===== config.mk =====
export PLATFORM = sky130hd
export DESIGN_NAME = chip_control_upper
export DESIGN_NICKNAME = d
export VERILOG_FILES = /design/src/pkg/chip_control_pkg.sv /design/src/rtl/chip_control_upper.sv /design/src/rtl/cycle_timer.sv
export SDC_FILE = /design/constraint.sdc
export NUM_CORES = 1
export LEC_CHECK = 0
export CORE_AREA = 3 3 166 168
export CTS_CLUSTER_SIZE = 16
export DETAILED_ROUTE_END_ITERATION = 10
export DIE_AREA = 0 0 169 171
export DONT_BUFFER_PORTS = 1
export GPL_TIMING_DRIVEN = 0
export PLACE_DENSITY = 0.5
export SKIP_LAST_GASP = 1
export SLEW_MARGIN = 0
export SYNTH_ARGS = -nofsm -noshare
export SYNTH_HDL_FRONTEND = slang
export SYNTH_SLANG_ARGS = --single-unit

===== constraint.sdc =====
create_clock -name i_core_clk -period 7.2 [get_ports i_core_clk]
set_input_delay 1.08 -clock i_core_clk [delete_from_list [all_inputs] [get_ports i_core_clk]]
set_output_delay 1.08 -clock i_core_clk [all_outputs]
set_load 0.02 [all_outputs]

===== src/pkg/chip_control_pkg.sv =====
// constants for the upper chip control register bank
// assumes a 100 MHz core clock and a 32-bit configuration access port
package chip_control_pkg;
  localparam logic [7:0]  CHIP_CONTROL_ZERO_OFFSET = 8'h40;
  localparam int          CLK_PERIOD_NS            = 10;
  localparam int          FC_UPDATE_BIT            = 15;
  localparam int          RETRY_STATUS_BIT         = 16;
  localparam int          RETRY_LIMIT_LSB          = 17;
  localparam int          DISCARD_DIS_BIT          = 19;
  localparam int          DISCARD_SHORT_BIT        = 20;
  localparam int          CFG_RETRY_LSB            = 21;
  localparam int          DT_ORDER_BIT             = 23;
  localparam int          CPL_TIMER_LSB            = 24;
  localparam int          ISOC_EN_BIT              = 26;
  localparam int          ISOC_TC_LSB              = 27;
  localparam int          LOOPBACK_BIT             = 30;
  localparam int          LOCKOUT_BIT              = 31;
  localparam logic [1:0]  RETRY_LIMIT_RESET        = 2'h0;
  localparam logic [1:0]  CFG_RETRY_RESET          = 2'h1;
  localparam logic [1:0]  CPL_TIMER_RESET          = 2'h1;
  localparam logic [2:0]  ISOC_TC_RESET            = 3'h1;
  localparam logic [2:0]  TC_ZERO                  = 3'h0;
  localparam logic [31:0] RETRY_LIMIT_256          = 32'h0000_0100;
  localparam logic [31:0] RETRY_LIMIT_64K          = 32'h0001_0000;
  localparam logic [31:0] RETRY_LIMIT_2G           = 32'h8000_0000;
  localparam logic [7:0]  DISCARD_SHORT_CLKS       = 8'h40;
  localparam int          CFG_RETRY_US_0           = 25;
  localparam int          CFG_RETRY_US_1           = 500;
  localparam int          CFG_RETRY_US_2           = 5000;
  localparam int          CFG_RETRY_US_3           = 25000;
  localparam int          CPL_US_0                 = 50;
  localparam int          CPL_US_1                 = 10000;
  localparam int          CPL_US_2                 = 50000;
  localparam logic [1:0]  CPL_TIMER_OFF            = 2'h3;
endpackage : chip_control_pkg


===== src/rtl/chip_control_upper.sv =====
// upper half (bits 31:15) of the chip control register and the timers it steers
// assumes the configuration port is on the core clock; straps and test pins are asynchronous
// Operation
// [RL1] bit 15 low sends a credit update per two freed credits, high per freed credit; resets 0.
// [RL2] bit 16 is set when the retry counter expires, stays set until cleared, resets 0.
// [RL3] bits 18:17 pick no limit, 256, 64K or 2G retries; reset 00.
// [RL4] bit 19 set disables the discard timer together with the bridge control enable; resets 0.
// [RL5] bit 20 set makes the discard timer 64 clocks, else the bridge control bit by direction.
// [RL6] bits 22:21 pick the config retry timer 25us, 0.5ms, 5ms or 25ms; reset 01.
// [RL7] bit 23 low allows out-of-order delayed completions, high forces order; resets 0.
// [RL8] bits 25:24 pick completion timeout 50us, 10ms, 50ms or off; reset 01.
// [RL9] bit 26 low tags every upstream memory transaction with traffic class zero; resets 0.
// [RL10] bit 26 high uses the traffic class in bits 29:27, which reset to 001.
// [RL11] bit 30 loops transmit to receive only with the five test and strap pins at their levels.
// [RL12] bit 30 is writable only in reverse bridge mode, read-only in forward; resets 0.
// [RL13] bit 31 set allows configuration access only from the secondary interface.
// [RL14] a locked primary access gets a retry-status completion forward or target retry reverse.
// [RL15] bit 31 resets to 0 while test_mode_pin_zero is low.
// [RL16] writing 1 to bit 16 clears it, writing 0 leaves it.
`timescale 1ns/1ps
module chip_control_upper #(
  parameter int CPL_US_2_CLKS = chip_control_pkg::CPL_US_2 * 1000 / chip_control_pkg::CLK_PERIOD_NS
) (
  input  wire logic        i_core_clk,
  input  wire logic        i_rst,
  input  wire logic        i_cfg_valid,
  input  wire logic        i_cfg_write,
  input  wire logic        i_cfg_primary,
  input  wire logic [7:0]  i_cfg_addr,
  input  wire logic [31:0] i_cfg_wdata,
  input  wire logic [3:0]  i_cfg_be,
  output logic [31:0]      o_cfg_rdata,
  output logic             o_cfg_ack,
  output logic             o_cfg_crs,
  output logic             o_cfg_target_retry,
  input  wire logic        i_test_mode_pin_zero,
  input  wire logic        i_test_mode_pin_one,
  input  wire logic        i_test_mode_pin_two,
  input  wire logic        i_mask_input_strap,
  input  wire logic        i_reverse_mode_strap,
  input  wire logic        i_discard_enable,
  input  wire logic        i_fwd_discard_long,
  input  wire logic        i_rev_discard_long,
  input  wire logic        i_retry_event,
  input  wire logic        i_retry_clear,
  input  wire logic        i_credit_freed,
  input  wire logic        i_cfg_retry_start,
  input  wire logic        i_cfg_retry_stop,
  input  wire logic        i_cpl_start,
  input  wire logic        i_cpl_stop,
  input  wire logic        i_mem_upstream,
  output logic             o_fc_update,
  output logic             o_discard_active,
  output logic             o_discard_short,
  output logic [7:0]       o_discard_select,
  output logic             o_in_order,
  output logic [2:0]       o_traffic_class,
  output logic             o_loopback,
  output logic             o_cfg_retry_expired,
  output logic             o_cpl_expired
);
  localparam int CFG0 = chip_control_pkg::CFG_RETRY_US_0 * 1000 / chip_control_pkg::CLK_PERIOD_NS;
  localparam int CFG1 = chip_control_pkg::CFG_RETRY_US_1 * 1000 / chip_control_pkg::CLK_PERIOD_NS;
  localparam int CFG2 = chip_control_pkg::CFG_RETRY_US_2 * 1000 / chip_control_pkg::CLK_PERIOD_NS;
  localparam int CFG3 = chip_control_pkg::CFG_RETRY_US_3 * 1000 / chip_control_pkg::CLK_PERIOD_NS;
  localparam int CPL0 = chip_control_pkg::CPL_US_0 * 1000 / chip_control_pkg::CLK_PERIOD_NS;
  localparam int CPL1 = chip_control_pkg::CPL_US_1 * 1000 / chip_control_pkg::CLK_PERIOD_NS;

  logic        fc_q;
  logic        retry_stat_q;
  logic [1:0]  retry_lim_q;
  logic        discard_dis_q;
  logic        discard_short_q;
  logic [1:0]  cfg_retry_q;
  logic        order_q;
  logic [1:0]  cpl_q;
  logic        isoc_q;
  logic [2:0]  tc_q;
  logic        loop_q;
  logic        lock_q;
  logic [4:0]  pin_s1_q;
  logic [4:0]  pin_s2_q;
  logic [4:0]  pin_s3_q;
  logic [4:0]  pin_q;
  logic        reverse;
  logic        hit;
  logic        wr;
  logic        locked_access;
  logic [31:0] retry_cnt_q;
  logic [31:0] retry_limit;
  logic        credit_half_q;
  logic [31:0] cfg_limit;
  logic [31:0] cpl_limit;
  logic        cpl_stop;
  logic [31:0] reg_value;

  // three-stage pin synchroniser; value moves only once stages two and three agree
  always_ff @(posedge i_core_clk) begin
    pin_s1_q <= {i_reverse_mode_strap, i_mask_input_strap, i_test_mode_pin_two,
                 i_test_mode_pin_one, i_test_mode_pin_zero};
    pin_s2_q <= pin_s1_q;
    pin_s3_q <= pin_s2_q;
  end

  always_ff @(posedge i_core_clk) begin
    if (i_rst) begin
      pin_q <= 5'h00;
    end else begin
      for (int k = 0; k < 5; k++) begin
        if (pin_s2_q[k] == pin_s3_q[k]) begin
          pin_q[k] <= pin_s3_q[k];
        end
      end
    end
  end

  assign reverse       = pin_q[4];
  assign hit           = i_cfg_valid && (i_cfg_addr == chip_control_pkg::CHIP_CONTROL_ZERO_OFFSET);
  assign locked_access = i_cfg_valid && i_cfg_primary && lock_q; // [RL13]
  assign wr            = hit && i_cfg_write && !locked_access;

  // configuration port answers; locked primary accesses are refused per bridge direction
  always_ff @(posedge i_core_clk) begin
    if (i_rst) begin
      o_cfg_ack          <= 1'b0;
      o_cfg_crs          <= 1'b0;
      o_cfg_target_retry <= 1'b0;
      o_cfg_rdata        <= 32'h0000_0000;
    end else begin
      o_cfg_ack          <= i_cfg_valid && !locked_access;
      o_cfg_crs          <= locked_access && !reverse; // [RL14]
      o_cfg_target_retry <= locked_access && reverse; // [RL14]
      o_cfg_rdata        <= (hit && !i_cfg_write && !locked_access) ? reg_value : 32'h0000_0000;
    end
  end

  // plain read-write fields; byte lanes 1 to 3 cover bits 15 to 31
  always_ff @(posedge i_core_clk) begin
    if (i_rst) begin
      fc_q            <= 1'b0; // [RL1]
      retry_lim_q     <= chip_control_pkg::RETRY_LIMIT_RESET; // [RL3]
      discard_dis_q   <= 1'b0; // [RL4]
      discard_short_q <= 1'b0;
      cfg_retry_q     <= chip_control_pkg::CFG_RETRY_RESET; // [RL6]
      order_q         <= 1'b0; // [RL7]
      cpl_q           <= chip_control_pkg::CPL_TIMER_RESET; // [RL8]
      isoc_q          <= 1'b0; // [RL9]
      tc_q            <= chip_control_pkg::ISOC_TC_RESET; // [RL10]
    end else if (wr) begin
      if (i_cfg_be[1]) begin
        fc_q <= i_cfg_wdata[chip_control_pkg::FC_UPDATE_BIT];
      end
      if (i_cfg_be[2]) begin
        retry_lim_q     <= i_cfg_wdata[chip_control_pkg::RETRY_LIMIT_LSB +: 2];
        discard_dis_q   <= i_cfg_wdata[chip_control_pkg::DISCARD_DIS_BIT];
        discard_short_q <= i_cfg_wdata[chip_control_pkg::DISCARD_SHORT_BIT];
        cfg_retry_q     <= i_cfg_wdata[chip_control_pkg::CFG_RETRY_LSB +: 2];
        order_q         <= i_cfg_wdata[chip_control_pkg::DT_ORDER_BIT];
      end
      if (i_cfg_be[3]) begin
        cpl_q  <= i_cfg_wdata[chip_control_pkg::CPL_TIMER_LSB +: 2];
        isoc_q <= i_cfg_wdata[chip_control_pkg::ISOC_EN_BIT];
        tc_q   <= i_cfg_wdata[chip_control_pkg::ISOC_TC_LSB +: 3];
      end
    end
  end

  // loopback writable only in reverse mode
  always_ff @(posedge i_core_clk) begin
    if (i_rst) begin
      loop_q <= 1'b0; // [RL12]
    end else if (wr && i_cfg_be[3] && reverse) begin
      loop_q <= i_cfg_wdata[chip_control_pkg::LOOPBACK_BIT]; // [RL12]
    end
  end

  // lockout reset is conditional on the test pin; with the pin high it keeps its value
  always_ff @(posedge i_core_clk) begin
    if (i_rst && !i_test_mode_pin_zero) begin
      lock_q <= 1'b0; // [RL15]
    end else if (wr && i_cfg_be[3]) begin
      lock_q <= i_cfg_wdata[chip_control_pkg::LOCKOUT_BIT];
    end
  end

  // retry counter against the selected limit
  always_comb begin
    unique case (retry_lim_q)
      2'h0: retry_limit = 32'h0000_0000;
      2'h1: retry_limit = chip_control_pkg::RETRY_LIMIT_256;
      2'h2: retry_limit = chip_control_pkg::RETRY_LIMIT_64K;
      2'h3: retry_limit = chip_control_pkg::RETRY_LIMIT_2G;
    endcase
  end

  always_ff @(posedge i_core_clk) begin
    if (i_rst || i_retry_clear) begin
      retry_cnt_q <= 32'h0000_0000;
    end else if (i_retry_event && retry_limit != 32'h0000_0000) begin
      retry_cnt_q <= (retry_cnt_q + 32'h0000_0001 >= retry_limit) ? 32'h0000_0000
                                                                 : retry_cnt_q + 32'h0000_0001;
    end
  end

  logic retry_expire;
  assign retry_expire = i_retry_event && !i_retry_clear && (retry_limit != 32'h0000_0000) &&
                        (retry_cnt_q + 32'h0000_0001 >= retry_limit); // [RL3]

  // expiry wins over a same-cycle software clear
  always_ff @(posedge i_core_clk) begin
    if (i_rst) begin
      retry_stat_q <= 1'b0;
    end else if (retry_expire) begin
      retry_stat_q <= 1'b1; // [RL2]
    end else if (wr && i_cfg_be[2] && i_cfg_wdata[chip_control_pkg::RETRY_STATUS_BIT]) begin
      retry_stat_q <= 1'b0; // [RL16]
    end
  end

  // credit update pacing
  always_ff @(posedge i_core_clk) begin
    if (i_rst) begin
      credit_half_q <= 1'b0;
      o_fc_update   <= 1'b0;
    end else begin
      o_fc_update <= i_credit_freed && (fc_q || credit_half_q); // [RL1]
      if (i_credit_freed) begin
        credit_half_q <= fc_q ? 1'b0 : !credit_half_q;
      end
    end
  end

  always_comb begin
    unique case (cfg_retry_q)
      2'h0: cfg_limit = 32'(CFG0);
      2'h1: cfg_limit = 32'(CFG1);
      2'h2: cfg_limit = 32'(CFG2);
      2'h3: cfg_limit = 32'(CFG3);
    endcase
    unique case (cpl_q)
      2'h0: cpl_limit = 32'(CPL0);
      2'h1: cpl_limit = 32'(CPL1);
      2'h2: cpl_limit = 32'(CPL_US_2_CLKS);
      2'h3: cpl_limit = 32'h0000_0000;
    endcase
  end

  cycle_timer u_cfg_retry_timer (
    .i_core_clk (i_core_clk),
    .i_rst      (i_rst),
    .i_start    (i_cfg_retry_start),
    .i_stop     (i_cfg_retry_stop),
    .i_limit    (cfg_limit),
    .o_running  (),
    .o_expired  (o_cfg_retry_expired)
  ); // [RL6]

  assign cpl_stop = i_cpl_stop || (cpl_q == chip_control_pkg::CPL_TIMER_OFF);

  cycle_timer u_cpl_timer (
    .i_core_clk (i_core_clk),
    .i_rst      (i_rst),
    .i_start    (i_cpl_start),
    .i_stop     (cpl_stop),
    .i_limit    (cpl_limit),
    .o_running  (),
    .o_expired  (o_cpl_expired)
  ); // [RL8]

  // control outputs
  always_ff @(posedge i_core_clk) begin
    if (i_rst) begin
      o_discard_active <= 1'b0;
      o_discard_short  <= 1'b0;
      o_discard_select <= 8'h00;
      o_in_order       <= 1'b0;
      o_traffic_class  <= 3'h0;
      o_loopback       <= 1'b0;
    end else begin
      o_discard_active <= i_discard_enable && !discard_dis_q; // [RL4]
      o_discard_short  <= discard_short_q; // [RL5]
      o_discard_select <= discard_short_q ? chip_control_pkg::DISCARD_SHORT_CLKS
                        : {7'h00, reverse ? i_rev_discard_long : i_fwd_discard_long}; // [RL5]
      o_in_order       <= order_q; // [RL7]
      o_traffic_class  <= (i_mem_upstream && isoc_q) ? tc_q : chip_control_pkg::TC_ZERO; // [RL9]
      o_loopback       <= loop_q && (pin_q == 5'h1E); // [RL11]
    end
  end

  always_comb begin
    reg_value = 32'h0000_0000;
    reg_value[chip_control_pkg::FC_UPDATE_BIT]          = fc_q;
    reg_value[chip_control_pkg::RETRY_STATUS_BIT]       = retry_stat_q;
    reg_value[chip_control_pkg::RETRY_LIMIT_LSB +: 2]   = retry_lim_q;
    reg_value[chip_control_pkg::DISCARD_DIS_BIT]        = discard_dis_q;
    reg_value[chip_control_pkg::DISCARD_SHORT_BIT]      = discard_short_q;
    reg_value[chip_control_pkg::CFG_RETRY_LSB +: 2]     = cfg_retry_q;
    reg_value[chip_control_pkg::DT_ORDER_BIT]           = order_q;
    reg_value[chip_control_pkg::CPL_TIMER_LSB +: 2]     = cpl_q;
    reg_value[chip_control_pkg::ISOC_EN_BIT]            = isoc_q;
    reg_value[chip_control_pkg::ISOC_TC_LSB +: 3]       = tc_q;
    reg_value[chip_control_pkg::LOOPBACK_BIT]           = loop_q;
    reg_value[chip_control_pkg::LOCKOUT_BIT]            = lock_q;
  end

  AST_LOCK_CRS: assert property (@(posedge i_core_clk) disable iff (i_rst)
    (locked_access && !reverse) |=> (o_cfg_crs && !o_cfg_ack)) else $error("no crs"); // [RL14]
  AST_STAT_SET: assert property (@(posedge i_core_clk) disable iff (i_rst)
    retry_expire |=> retry_stat_q) else $error("status not set"); // [RL2]
  AST_FWD_LOOP: assert property (@(posedge i_core_clk) disable iff (i_rst)
    !reverse |=> $stable(loop_q)) else $error("loop written forward"); // [RL12]
  AST_TC0: assert property (@(posedge i_core_clk) disable iff (i_rst)
    !isoc_q |=> o_traffic_class == 3'h0) else $error("tc not zero"); // [RL9]
  AST_LOCK_TR: assert property (@(posedge i_core_clk) disable iff (i_rst)
    (locked_access && reverse) |=> (o_cfg_target_retry && !o_cfg_ack)) else $error("no retry"); // [RL14]
  AST_FC_SKIP: assert property (@(posedge i_core_clk) disable iff (i_rst)
    (i_credit_freed && !fc_q && !credit_half_q) |=> !o_fc_update) else $error("early update"); // [RL1]
  AST_LOOP_PINS: assert property (@(posedge i_core_clk) disable iff (i_rst)
    (loop_q && pin_q != 5'h1E) |=> !o_loopback) else $error("loop without pins"); // [RL11]
endmodule : chip_control_upper


===== src/rtl/cycle_timer.sv =====
// one-shot down counter: loads a limit on start, pulses on expiry
// assumes start and stop come from logic on the same clock
`timescale 1ns/1ps
module cycle_timer (
  input  wire logic        i_core_clk,
  input  wire logic        i_rst,
  input  wire logic        i_start,
  input  wire logic        i_stop,
  input  wire logic [31:0] i_limit,
  output logic             o_running,
  output logic             o_expired
);
  logic [31:0] count_q;
  logic        run_q;

  always_ff @(posedge i_core_clk) begin
    if (i_rst || i_stop) begin
      run_q   <= 1'b0;
      count_q <= 32'h0000_0000;
    end else if (i_start) begin
      run_q   <= (i_limit != 32'h0000_0000);
      count_q <= i_limit;
    end else if (run_q) begin
      count_q <= count_q - 32'h0000_0001;
      if (count_q == 32'h0000_0001) begin
        run_q <= 1'b0;
      end
    end
  end

  always_ff @(posedge i_core_clk) begin
    if (i_rst) begin
      o_expired <= 1'b0;
    end else begin
      o_expired <= run_q && !i_stop && !i_start && (count_q == 32'h0000_0001);
    end
  end

  assign o_running = run_q;
endmodule : cycle_timer


# Word level (Yosys, flattened, before mapping)
# Index checks and enable logic that the tools add are counted.
dict set report word_totals {
  rom_bits 0
  wordCells 144
  ff_bits 189
  latch_bits 0
  out_inout_bits 53
  mem_bits_rw 0
  in_bits 65
  n_memories 0
}
dict set report op_classes {
  bitwise 2
  n_reduce_logical 60
  eq_ne 18
  mul 0
  div_mod_pow 0
  order_cmp 1
  n_mux 19
  shifts 0
  addsub 3
}
# op count
set op_table {}
lappend op_table {{32-bit one-hot mux with 4 select lines} 3}
lappend op_table {{32-bit 2-to-1 mux} 5}
lappend op_table {{32-bit nonzero test} 3}
lappend op_table {{32-bit by 1-bit == test with 1-bit output (second input constant)} 2}
lappend op_table {{32-bit by 1-bit subtractor with 32-bit output (second input constant)} 2}
lappend op_table {{32-bit by 1-bit adder with 32-bit output (second input constant)} 1}
lappend op_table {{32-bit >= comparator} 1}
lappend op_table {{1-bit logical AND} 29}
lappend op_table {{2-bit == test (second input constant)} 6}
lappend op_table {{1-bit zero test} 11}
lappend op_table {{1-bit 2-to-1 mux} 10}
lappend op_table {{8-bit by 7-bit == test with 1-bit output (second input constant)} 1}
lappend op_table {{7-bit 2-to-1 mux} 1}
lappend op_table {{2-bit by 1-bit == test with 1-bit output (second input constant)} 3}
lappend op_table {{2-bit zero test} 3}
lappend op_table {{2-bit AND reduction} 3}
lappend op_table {{2-bit nonzero test} 3}
lappend op_table {{2-bit OR reduction} 3}
lappend op_table {{1-bit == test} 5}
lappend op_table {{5-bit == test (second input constant)} 1}
lappend op_table {{1-bit logical OR} 5}
lappend op_table {{1-bit NOT} 2}

# Depth between registers and ports, before layout
# Gate-level depths: netlist (run 1).
dict set report logic_depth {
  depth_word 8
  mapped_depth 12
  depth_no_buf 11
}

# By module
# Synthesis (run 1) repeated with hierarchy kept, for this count alone.
dict set report unflattened {
  cells_unflattened 975
  hier_area_um2 8434.3
}
# mod area_per_inst_um2 instances seq_area_each_um2 cells_per_inst
set modules_own_cells {}
lappend modules_own_cells {chip_control_upper 4565.6 1 1981.9 503}
lappend modules_own_cells {cycle_timer 1934.4 2 680.7 236}

# Worst setup path before layout (run 1)
# OpenSTA, ideal clock, no wires.
dict set report synth_timing {
  path_type {register to register}
  from {reg retry_cnt_q[0]}
  to {reg retry_cnt_q[10]}
  path_slack_ps 4178
  required_time_ps 7053
  path_buffers 1
  path_stages_with_launch 13
  synth_period_minus_slack_ps 3022
  arrival_time_ps 2875
  setup_time_ps 147
  path_cell_list {dfxtp_1 > ha_1 > nand3_1 > nor2_1 > nand2_1 > xor2_1 > ha_1 > nand3_1 > a2111oi_0 > o41ai_4 > a31oi_2 > buf_6 > a211oi_2}
}
dict set report synth_via {
  elab_chain_cells 3
}
# item line_no
set synth_lines {}
lappend synth_lines {{start, declared} chip_control_upper.sv:89} ;# logic [31:0] retry_cnt_q;
lappend synth_lines {{start signal, assigned} chip_control_upper.sv:200} ;# retry_cnt_q <= (retry_cnt_q + 32'h0000_0001 >= retry_limit) ? 32'h0000_0000
lappend synth_lines {{32-bit by 1-bit adder with 32-bit output *} {chip_control_upper.sv:200, chip_control_upper.sv:201}}
lappend synth_lines {{32-bit >= comparator} chip_control_upper.sv:200}
lappend synth_lines {{32-bit 2-to-1 mux *} chip_control_upper.sv:200}
# Every way passes the cells marked *; elsewhere a longest branch is shown, timed or not.
# A chain may end at the register's enable or synchronous reset.

# Final worst setup path (run 1)
dict set report layout_timing {
  from {reg retry_cnt_q[0]}
  to {reg retry_cnt_q[19]}
}
# Same word-level chain as after synthesis.

==> flow_summary_export.csv, run 1 <==
group,metric,value,unit
layout,nets,987,
setup_path,critPathMaxFanout,10,
layout,final_area,8910,um^2
clock_tree,cts_setup_buffers,0,
global_routing,grtUsageTotal,13.4,%
placement,placed_cell_area,8350,um^2
floorplan,ioPinCount,118,
detailed_routing,wl_per_cell,15.2,um
floorplan,die_area,28900,um^2
global_routing,grt_pass1_wl,30900,um
placement,place.gp.congestion,0.817,
yosys,synth_cells,866,
timing,clock_skew,12.3,ps
clock_tree,cts_tree,"built",
power,clock_power_share,44.4,%
yosys,netlist_area,7860,um^2
global_routing,grt_max_degree,17,
floorplan,die_w,169,um
floorplan,start_util,30.2,%
power,combPwrFrac,7.6,%
yosys,synth_edf_count,0,
timing,fin_tns_setup,0,ps
yosys,yosysMostFrequentCell,"dfxtp_1",
global_routing,met3_usage,2.82,%
timing,slew-limit-headroom,36.9,%
timing,clock.fmax,276,MHz
clock_tree,cts-root-buf,"clkbuf_16",
setup_path,cp_cell_sequence,"ha_1 -> nand3_1 -> nor2_1 -> nand2_1 -> xor2_1 -> ha_1 -> nand3_1 -> a2111oi_0 -> o41ai_4 -> a31oi_2 -> buf_6 -> a211oi_2",
global_routing,grt_pass1_vias,5687,
clock_tree,numClockSinks,167,
setup_path,worstSetupPathType,"reg2reg",
setup_path,arrival,3890,ps
setup_path,cpPeakStageDelay,720,ps
job,cap_violations,0,
detailed_routing,totalWireLength,19100,um
detailed_routing,drc,0,
yosys,yosys.area.top_type,"dfxtp_1",
status,outcome,"complete, no violations",
global_routing,grt.busiest_layer,"met2",
clock_tree,post_cts_resized,0,
timing,setup_viol,0,
yosys,dominantRegCellSynth,"dfxtp_1",
timing,fin_crit_sh,50.3,%
yosys,ys_seq_area_share,42.5,%
yosys,synth_top_area_share,42.5,%
yosys,synthArstFlopShare,0,%
clock_tree,cts_buffer_depth,2,
power,power_density,224,nW/um^2
timing,period_minus_slack,3620,ps
setup_path,cp-end-kind,"flop",
global_routing,overflow,0,
timing,hold_viol,0,
floorplan,rows,59,
timing,rsz0062_at_grt,"false",
layout,synthToLayoutAreaGrowth,13.5,%
yosys,syn_avg_cell_area,9.07,um^2
placement,dpl.hpwl,14100,um
detailed_routing,ant_nets,0,
global_routing,gr-usage-met1,17.7,%
global_routing,grt_use_met2,22.4,%
clock_tree,htree_num_levels,4,
power,p_int,0.00149,W
detailed_routing,first_pass_iters,4,
power,switchingPower,0.000505,W
global_routing,antenna_found_initial,3,
floorplan,coreArea,26100,um^2
detailed_routing,via_count,5995,
clock_tree,ctsHoldBuffers,0,
timing,drv_slew,0,
power,seqPwrFrac,48.1,%
hold_path,hp-class,"reg2reg",
clock_tree,clk_pin_slew,70,ps
timing,tightest_slew,938,ps
yosys,synth_area_leaders,"dfxtp_1, xnor2_1, xor2_1, nor2_1, a211oi_2",
clock_tree,insertion_delay,430,ps
setup_path,slowest_stage,"a2111oi_0",
setup_path,start_kind,"flop",
clock_tree,numCtsBuffers,17,
power,leakage,3.27,nW
yosys,synth_common_cells,"dfxtp_1, nor2_1, nand2_1",
power,p_sw_share,25.3,%
power,irDropWorstVdd,160,uV
placement,io_buffers,0,
yosys,yosys_warnings,0,
layout,diodes,0,
layout,layout-drive-gt1-share,11.3,%
yosys,synthDistinctLibCells,60,
setup_path,crit_required,7470,ps
yosys,synth_seq_cells,167,
detailed_routing,drt_iter0_drc,355,
detailed_routing,via_per_inst,4.78,
floorplan,die_h,171,um
area by class of cell:
cell class                 count  area, um^2
inverter                      19        71.3
multi-input combinational    639        4180
buffer                        61         340
sequential                   167        3340
clock buffer                  19         443
fill                        2696       17100
clock inverter                13         120
tap                          335         419
placed cells by master, fill, tap and decap left out, types with 6 or more instances in the layout:
cell type / count
or4_1: 6
o21ai_0: 22
a211o_1: 6
or3_1: 13
nand4_1: 17
a211oi_2: 30
ha_1: 17
buf_4: 22
nor3_1: 29
nor2b_1: 6
nor2_1: 101
xnor2_1: 50
a21oi_1: 44
and3_1: 11
and2_1: 20
xor2_1: 49
nand2b_1: 11
mux2i_1: 13
nor4_1: 29
dfxtp_1: 167
conb_1: 21
nand3_1: 33
clkbuf_16: 17
clkbuf_1: 30
inv_1: 18
nand2_1: 56
path summary, 6_finish.rpt:
path,endpoint,slack [ps],startpoint,depth (start not counted)
worst max-delay path,retry_cnt_q[19],3580,retry_cnt_q[0],12
worst min register to register,pin_s2_q[4],330,pin_s1_q[4],0
worst min-delay path,pin_s2_q[4],330,pin_s1_q[4],0
worst max register to register,retry_cnt_q[19],3580,retry_cnt_q[0],12
worst max-delay path, delay by kind of cell (launching register included):
family,cells,cell delay (ps)
DFF,1,510
adders and majority gates,2,580
xor gates and xnor gates,1,150
AOI/OAI and AO/OA,4,1390
buffers and inverters,1,250
and+or+nand+nor,4,580
logic make-up (layout without fill, tap and decap cells):
family / count (synthesis) / count (layout) / synth area share [%]
AOI/OAI and AO/OA: 129 / 129 / 12.7
buffers and inverters: 80 / 112 / 5.24
other: 1 / 21 / 0.0477
adders and majority gates: 17 / 17 / 2.71
xor gates and xnor gates: 99 / 99 / 11.0
and+or+nand+nor: 360 / 360 / 24.1
DFF: 167 / 167 / 42.5
muxes: 13 / 13 / 1.66
stage by stage:
step / cells / util (%) / worst slack, ps / hold slack [ps] / total power [W]
floorplan: 886 / - / 4180 / 310 / 0.00110
global placement: 1221 / 32.0 / 3540 / 312 / 0.00113
detailed placement: 1221 / 32.0 / 3570 / 312 / 0.00113
CTS: 1253 / 34.2 / 3540 / 328 / 0.00203
global route: 1253 / 34.2 / 3390 / 335 / 0.00208
finish: 1253 / 34.2 / 3580 / 328 / 0.00200
state kept, by name, indices dropped and copies added, names as in the netlist, 2 cells and up:
| signal | count |
|---|---|
| tc_q | 3 |
| u_cpl_timer.count_q | 32 |
| cpl_q | 2 |
| u_cfg_retry_timer.count_q | 32 |
| o_traffic_class | 3 |
| pin_s3_q | 5 |
| pin_s2_q | 5 |
| retry_cnt_q | 32 |
| retry_lim_q | 2 |
| o_discard_select | 2 |
| pin_q | 5 |
| pin_s1_q | 5 |
| cfg_retry_q | 2 |
| o_cfg_rdata | 17 |
power groups by stage:
stage,combinational [W],sequential (W),clock (W)
finish,0.000151,0.000960,0.000885
global route,0.000171,0.000962,0.000950
CTS,0.000151,0.000959,0.000914
detailed placement,0.000151,0.000980,0
global placement,0.000150,0.000980,0
floorplan,0.000123,0.000977,0
metal layers:
| layer | routed length [um] | share of wire (%) |
|---|---|---|
| met2 | 8850 | 46 |
| met4 | 254 | 1.3 |
| met5 | 0 | 0 |
| met1 | 9290 | 49 |
| met3 | 703 | 3.7 |
No activity file was read; power rests on OpenSTA's default activity.
==> run 2, diff against run 1 <==
==> constraint.sdc (replaced) <==
create_clock -name i_core_clk -period 3.8 [get_ports i_core_clk]
set_input_delay 0.57 -clock i_core_clk [delete_from_list [all_inputs] [get_ports i_core_clk]]
set_output_delay 0.57 -clock i_core_clk [all_outputs]
set_load 0.02 [all_outputs]
==> flow_summary_export.csv, run 2 (synthesis results as in run 1) <==
group,metric,value,unit
clock_tree,htree_num_levels,4,
layout,fin_cells,1253,
global_routing,overflow,0,
detailed_routing,totalWireLength,19100,um
timing,slew-limit-headroom,36.9,%
setup_path,crit_required,4070,ps
placement,dpl.hpwl,14100,um
layout,layout-drive-gt1-share,11.3,%
power,clock_power_share,44.4,%
floorplan,rows,59,
power,power_density,424,nW/um^2
hold_path,hp-class,"in2reg",
power,seqPwrFrac,48.1,%
timing,fin_tns_setup,0,ps
job,cap_violations,0,
setup_path,start_kind,"flop",
global_routing,grt_pass1_vias,5687,
setup_path,critPathMaxFanout,10,
setup_path,path_buf_inv,1,
floorplan,die_w,169,um
detailed_routing,wl_met3,668,um
placement,post-place-ws,169,ps
clock_tree,cts_tree,"built",
clock_tree,cts_buffer_depth,2,
setup_path,cp-end-kind,"flop",
detailed_routing,first_pass_iters,4,
layout,layout_common_cells,"dfxtp_1, nor2_1, nand2_1, xnor2_1, xor2_1",
timing,tightest_slew,938,ps
detailed_routing,maxUsedRoutingLayer,"met4",
detailed_routing,via_per_inst,4.77,
power,leakage,3.27,nW
timing,clock_skew,12.4,ps
global_routing,antenna_found_initial,3,
power,irDropWorstVdd,303,uV
clock_tree,ctsHoldBuffers,0,
timing,setup_viol,0,
layout,register_area,3340,um^2
timing,period_minus_slack,3460,ps
placement,place.gp.congestion,0.817,
clock_tree,numClockSinks,167,
clock_tree,post_cts_resized,0,
setup_path,cp_cell_sequence,"ha_1 -> nand3_1 -> nor2_1 -> nand2_1 -> xor2_1 -> ha_1 -> nand3_1 -> a2111oi_1 -> o41ai_4 -> a31oi_2 -> buf_6 -> a211oi_2",
timing,hold_viol,0,
detailed_routing,ant_nets,0,
timing,layout_setup_ws,340,ps
layout,synthToLayoutAreaGrowth,13.5,%
timing,drv_slew,0,
timing,fin_crit_sh,91.1,%
timing,clock.fmax,289,MHz
setup_path,worstSetupPathType,"reg2reg",
floorplan,ioPinCount,118,
global_routing,grt_pass1_wl,30900,um
floorplan,die_h,171,um
clock_tree,numCtsBuffers,17,
detailed_routing,drt_iter0_drc,340,
layout,top_regs,"retry_cnt_q (32), u_cfg_retry_timer.count_q (32), u_cpl_timer.count_q (32)",
power,p_int,0.00282,W
floorplan,start_util,30.2,%
setup_path,cpLargestDelayFamily,"compound AO/OA/AOI/OAI gates",
setup_path,arrival,3730,ps
timing,hold_ws,164,ps
detailed_routing,dr_wl_met2,8860,um
clock_tree,cts_setup_buffers,0,
global_routing,grtUsageTotal,13.4,%
status,outcome,"complete, no violations",
layout,multi_input_area,4180,um^2
detailed_routing,via_count,5979,
timing,rsz0062_at_grt,"false",
layout,fillers,2695,
clock_tree,insertion_delay,430,ps
clock_tree,cts-root-buf,"clkbuf_16",
layout,layout_commonest_cell,"dfxtp_1",
layout,finalCoreUtilization,34.2,%
floorplan,die_area,28900,um^2
detailed_routing,wl_per_cell,15.3,um
power,switchingPower,0.000959,W
global_routing,grt_max_degree,17,
floorplan,coreArea,26100,um^2
placement,io_buffers,0,
placement,dp_cells,1221,
clock_tree,clk_pin_slew,70,ps
setup_path,slowest_stage,"a2111oi_1",
power,p_sw_share,25.3,%
detailed_routing,wl_met1,9330,um
detailed_routing,drc,0,
layout,diodes,0,
power,combPwrFrac,7.6,%
setup_path,cpPeakStageDelay,580,ps
layout,nets,987,
-- run 2: cell count changes in the layout (fill, tap and decap cells not counted) --
cell,delta
a2111oi_1,+1
a2111oi_0,-1
-- run 2: final timing paths --
path / cells after the start / start / end / slack [ps]
min: 0 / i_test_mode_pin_zero / pin_s1_q[0] / 160
max: 12 / retry_cnt_q[0] / retry_cnt_q[19] / 340
max reg2reg: 12 / retry_cnt_q[0] / retry_cnt_q[19] / 340
min reg2reg: 0 / pin_s1_q[4] / pin_s2_q[4] / 330
-- run 2: cell type report --
| class | instances | area share (%) |
|---|---|---|
| buffer | 61 | 3.82 |
| clock buffer | 19 | 4.97 |
| clock inverter | 13 | 1.35 |
| inverter | 19 | 0.800 |
| multi-input combinational | 639 | 46.9 |
| sequential | 167 | 37.5 |
| tap | 335 | 4.70 |
-- run 2: through the flow --
step                      cell area, um^2  total power, W
after floorplan                      7930         0.00208
after global placement               8350         0.00214
after detailed placement             8350         0.00214
final                                8920         0.00378
after global routing                 8920         0.00395
after CTS                            8910         0.00384
-- run 2: power groups by stage --
stage	clock [W]	sequential [W]	combinational, W
after detailed placement	0	0.00186	0.000285
after CTS	0.00173	0.00182	0.000287
after floorplan	0	0.00185	0.000233
after global routing	0.00180	0.00182	0.000324
after global placement	0	0.00186	0.000285
final	0.00168	0.00182	0.000286
-- run 2: per-layer routing --
layer  GRT usage (%)  up-vias
met1            17.7     2799
li1                -     3071
met5               0        -
met3            2.82       24
met4            3.67        0
met2            22.4       85
==> run 3, diff against run 2 <==
--- a/config.mk
+++ b/config.mk
@@ -11,7 +11,7 @@
 export DIE_AREA = 0 0 169 171
 export DONT_BUFFER_PORTS = 1
 export GPL_TIMING_DRIVEN = 0
-export PLACE_DENSITY = 0.5
+export PLACE_DENSITY = 0.47
 export SKIP_LAST_GASP = 1
 export SLEW_MARGIN = 0
 export SYNTH_ARGS = -nofsm -noshare
==> flow_summary_export.csv, run 3 (synthesis results as in run 1) <==
group,metric,value,unit
global_routing,grt_pass1_vias,5944,
hold_path,hp-class,"in2reg",
detailed_routing,drc,0,
global_routing,grt_max_degree,19,
detailed_routing,drt_iter0_drc,254,
floorplan,coreArea,26100,um^2
layout,top_regs,"retry_cnt_q (32), u_cfg_retry_timer.count_q (32), u_cpl_timer.count_q (32)",
power,switchingPower,0.00103,W
timing,setup_viol,0,
timing,period_minus_slack,3410,ps
timing,fin_tns_setup,0,ps
timing,clock.fmax,293,MHz
timing,drv_slew,0,
clock_tree,cts_buffer_depth,2,
power,clock_power_share,45.7,%
power,seqPwrFrac,46.9,%
job,cap_violations,0,
power,power,0.00387,W
timing,fin_crit_sh,89.7,%
clock_tree,cts_setup_buffers,0,
placement,place.gp.congestion,0.762,
detailed_routing,ant_nets,0,
hold_path,holdPathStages,0,
floorplan,die_h,171,um
floorplan,start_util,30.2,%
floorplan,die_w,169,um
detailed_routing,totalWireLength,19500,um
power,power_density,433,nW/um^2
setup_path,regToRegSetupSlack,390,ps
setup_path,start_kind,"flop",
detailed_routing,wl_per_cell,15.6,um
global_routing,grtUsageTotal,13.8,%
hold_path,min_from,"i_test_mode_pin_two",
floorplan,die_area,28900,um^2
setup_path,r2r_cells,12,
power,leakage,3.29,nW
clock_tree,ctsHoldBuffers,0,
setup_path,rr_endpoint,"retry_cnt_q[18]",
timing,hold_viol,0,
clock_tree,clk_pin_slew,80,ps
layout,nets,987,
detailed_routing,via_per_inst,4.80,
floorplan,rows,59,
clock_tree,numClockSinks,167,
placement,dpl.hpwl,14100,um
layout,layout_common_cells,"dfxtp_1, nor2_1, nand2_1, xnor2_1, xor2_1",
setup_path,crit_required,4080,ps
power,p_int,0.00284,W
floorplan,ioPinCount,118,
setup_path,cp-end-kind,"flop",
placement,dp_cells,1221,
timing,tightest_slew,852,ps
layout,layout-drive-gt1-share,11.4,%
global_routing,grt_pass1_wl,31800,um
clock_tree,insertion_delay,430,ps
timing,rsz0062_at_grt,"false",
detailed_routing,first_pass_iters,5,
setup_path,timing.rr.start,"retry_cnt_q[0]",
layout,synthToLayoutAreaGrowth,13.9,%
power,irDropWorstVdd,255,uV
layout,fin_cells,1254,
global_routing,overflow,0,
clock_tree,numCtsBuffers,17,
setup_path,critPathMaxFanout,10,
setup_path,worstSetupPathType,"reg2reg",
detailed_routing,via_count,6023,
clock_tree,post_cts_resized,0,
clock_tree,cts-root-buf,"clkbuf_16",
clock_tree,htree_num_levels,4,
clock_tree,cts_tree,"built",
hold_path,min_to,"pin_s1_q[2]",
setup_path,arrival,3690,ps
placement,io_buffers,0,
timing,slew-limit-headroom,42.7,%
power,combPwrFrac,7.4,%
timing,clock_skew,13.5,ps
layout,layout_commonest_cell,"dfxtp_1",
power,p_sw_share,26.7,%
global_routing,antenna_found_initial,2,
status,outcome,"complete, no violations",
layout,fillers,2716,
==> run 3: per-layer routing <==
metal / GRT usage [%] / part of all wire [%] / vias up
met1: 17.0 / 45 / 2843
li1: - / - / 3080
met5: 0 / 0.046 / -
met4: 4.87 / 2.1 / 2
met2: 23.1 / 48 / 76
met3: 4.11 / 4.5 / 22
==> run 3: final cells by class <==
cell class | instances | area [um^2] | share of cell area [%]
flip-flops and latches | 167 | 3340 | 37.4
plain buffers | 61 | 340 | 3.80
well taps | 335 | 419 | 4.68
clock inverters | 15 | 169 | 1.89
multi-input cells | 639 | 4180 | 46.7
clock buffers | 17 | 425 | 4.75
inverters | 19 | 71.3 | 0.797
diodes | 1 | 2.50 | 0.0280
==> run 3: through the flow <==
stage | hold WS [ps] | cell area (um^2) | setup WS, ps | util [%]
floorplan | 310 | 7930 | 778 | -
global placement | 315 | 8350 | 161 | 32.0
detailed placement | 313 | 8350 | 160 | 32.0
CTS | 132 | 8950 | 144 | 34.3
global route | 123 | 8950 | 77.7 | 34.3
finish | 157 | 8950 | 391 | 34.3
==> run 3: worst max path at each step <==
stage / start / endpoint / slack (ps) / depth (start not counted)
finish: retry_cnt_q[0] / retry_cnt_q[18] / 390 / 12
global route: retry_cnt_q[0] / retry_cnt_q[8] / 80 / 12
CTS: retry_cnt_q[0] / retry_cnt_q[4] / 140 / 12
detailed placement: retry_cnt_q[0] / retry_cnt_q[26] / 160 / 12
global placement: retry_cnt_q[0] / retry_cnt_q[30] / 160 / 12
floorplan: retry_cnt_q[0] / retry_cnt_q[10] / 780 / 12
==> run 3: critical path: stages (launching register included) <==
cell and delay (ps):
dfxtp_1 480, ha_1 260, nand3_1 220, nor2_1 210, nand2_1 80, xor2_1 150
ha_1 290, nand3_1 70, a2111oi_1 630, o41ai_4 180, a31oi_2 370, buf_6 240
a211oi_2 80
==> run 3: power groups by stage <==
stage	sequential, W	combinational (W)	clock [W]
2_1_floorplan	0.00185	0.000233	0
3_3_place_gp	0.00186	0.000286	0
3_5_place_dp	0.00186	0.000286	0
4_1_cts	0.00182	0.000289	0.00184
5_1_grt	0.00182	0.000324	0.00190
6_report	0.00182	0.000287	0.00177
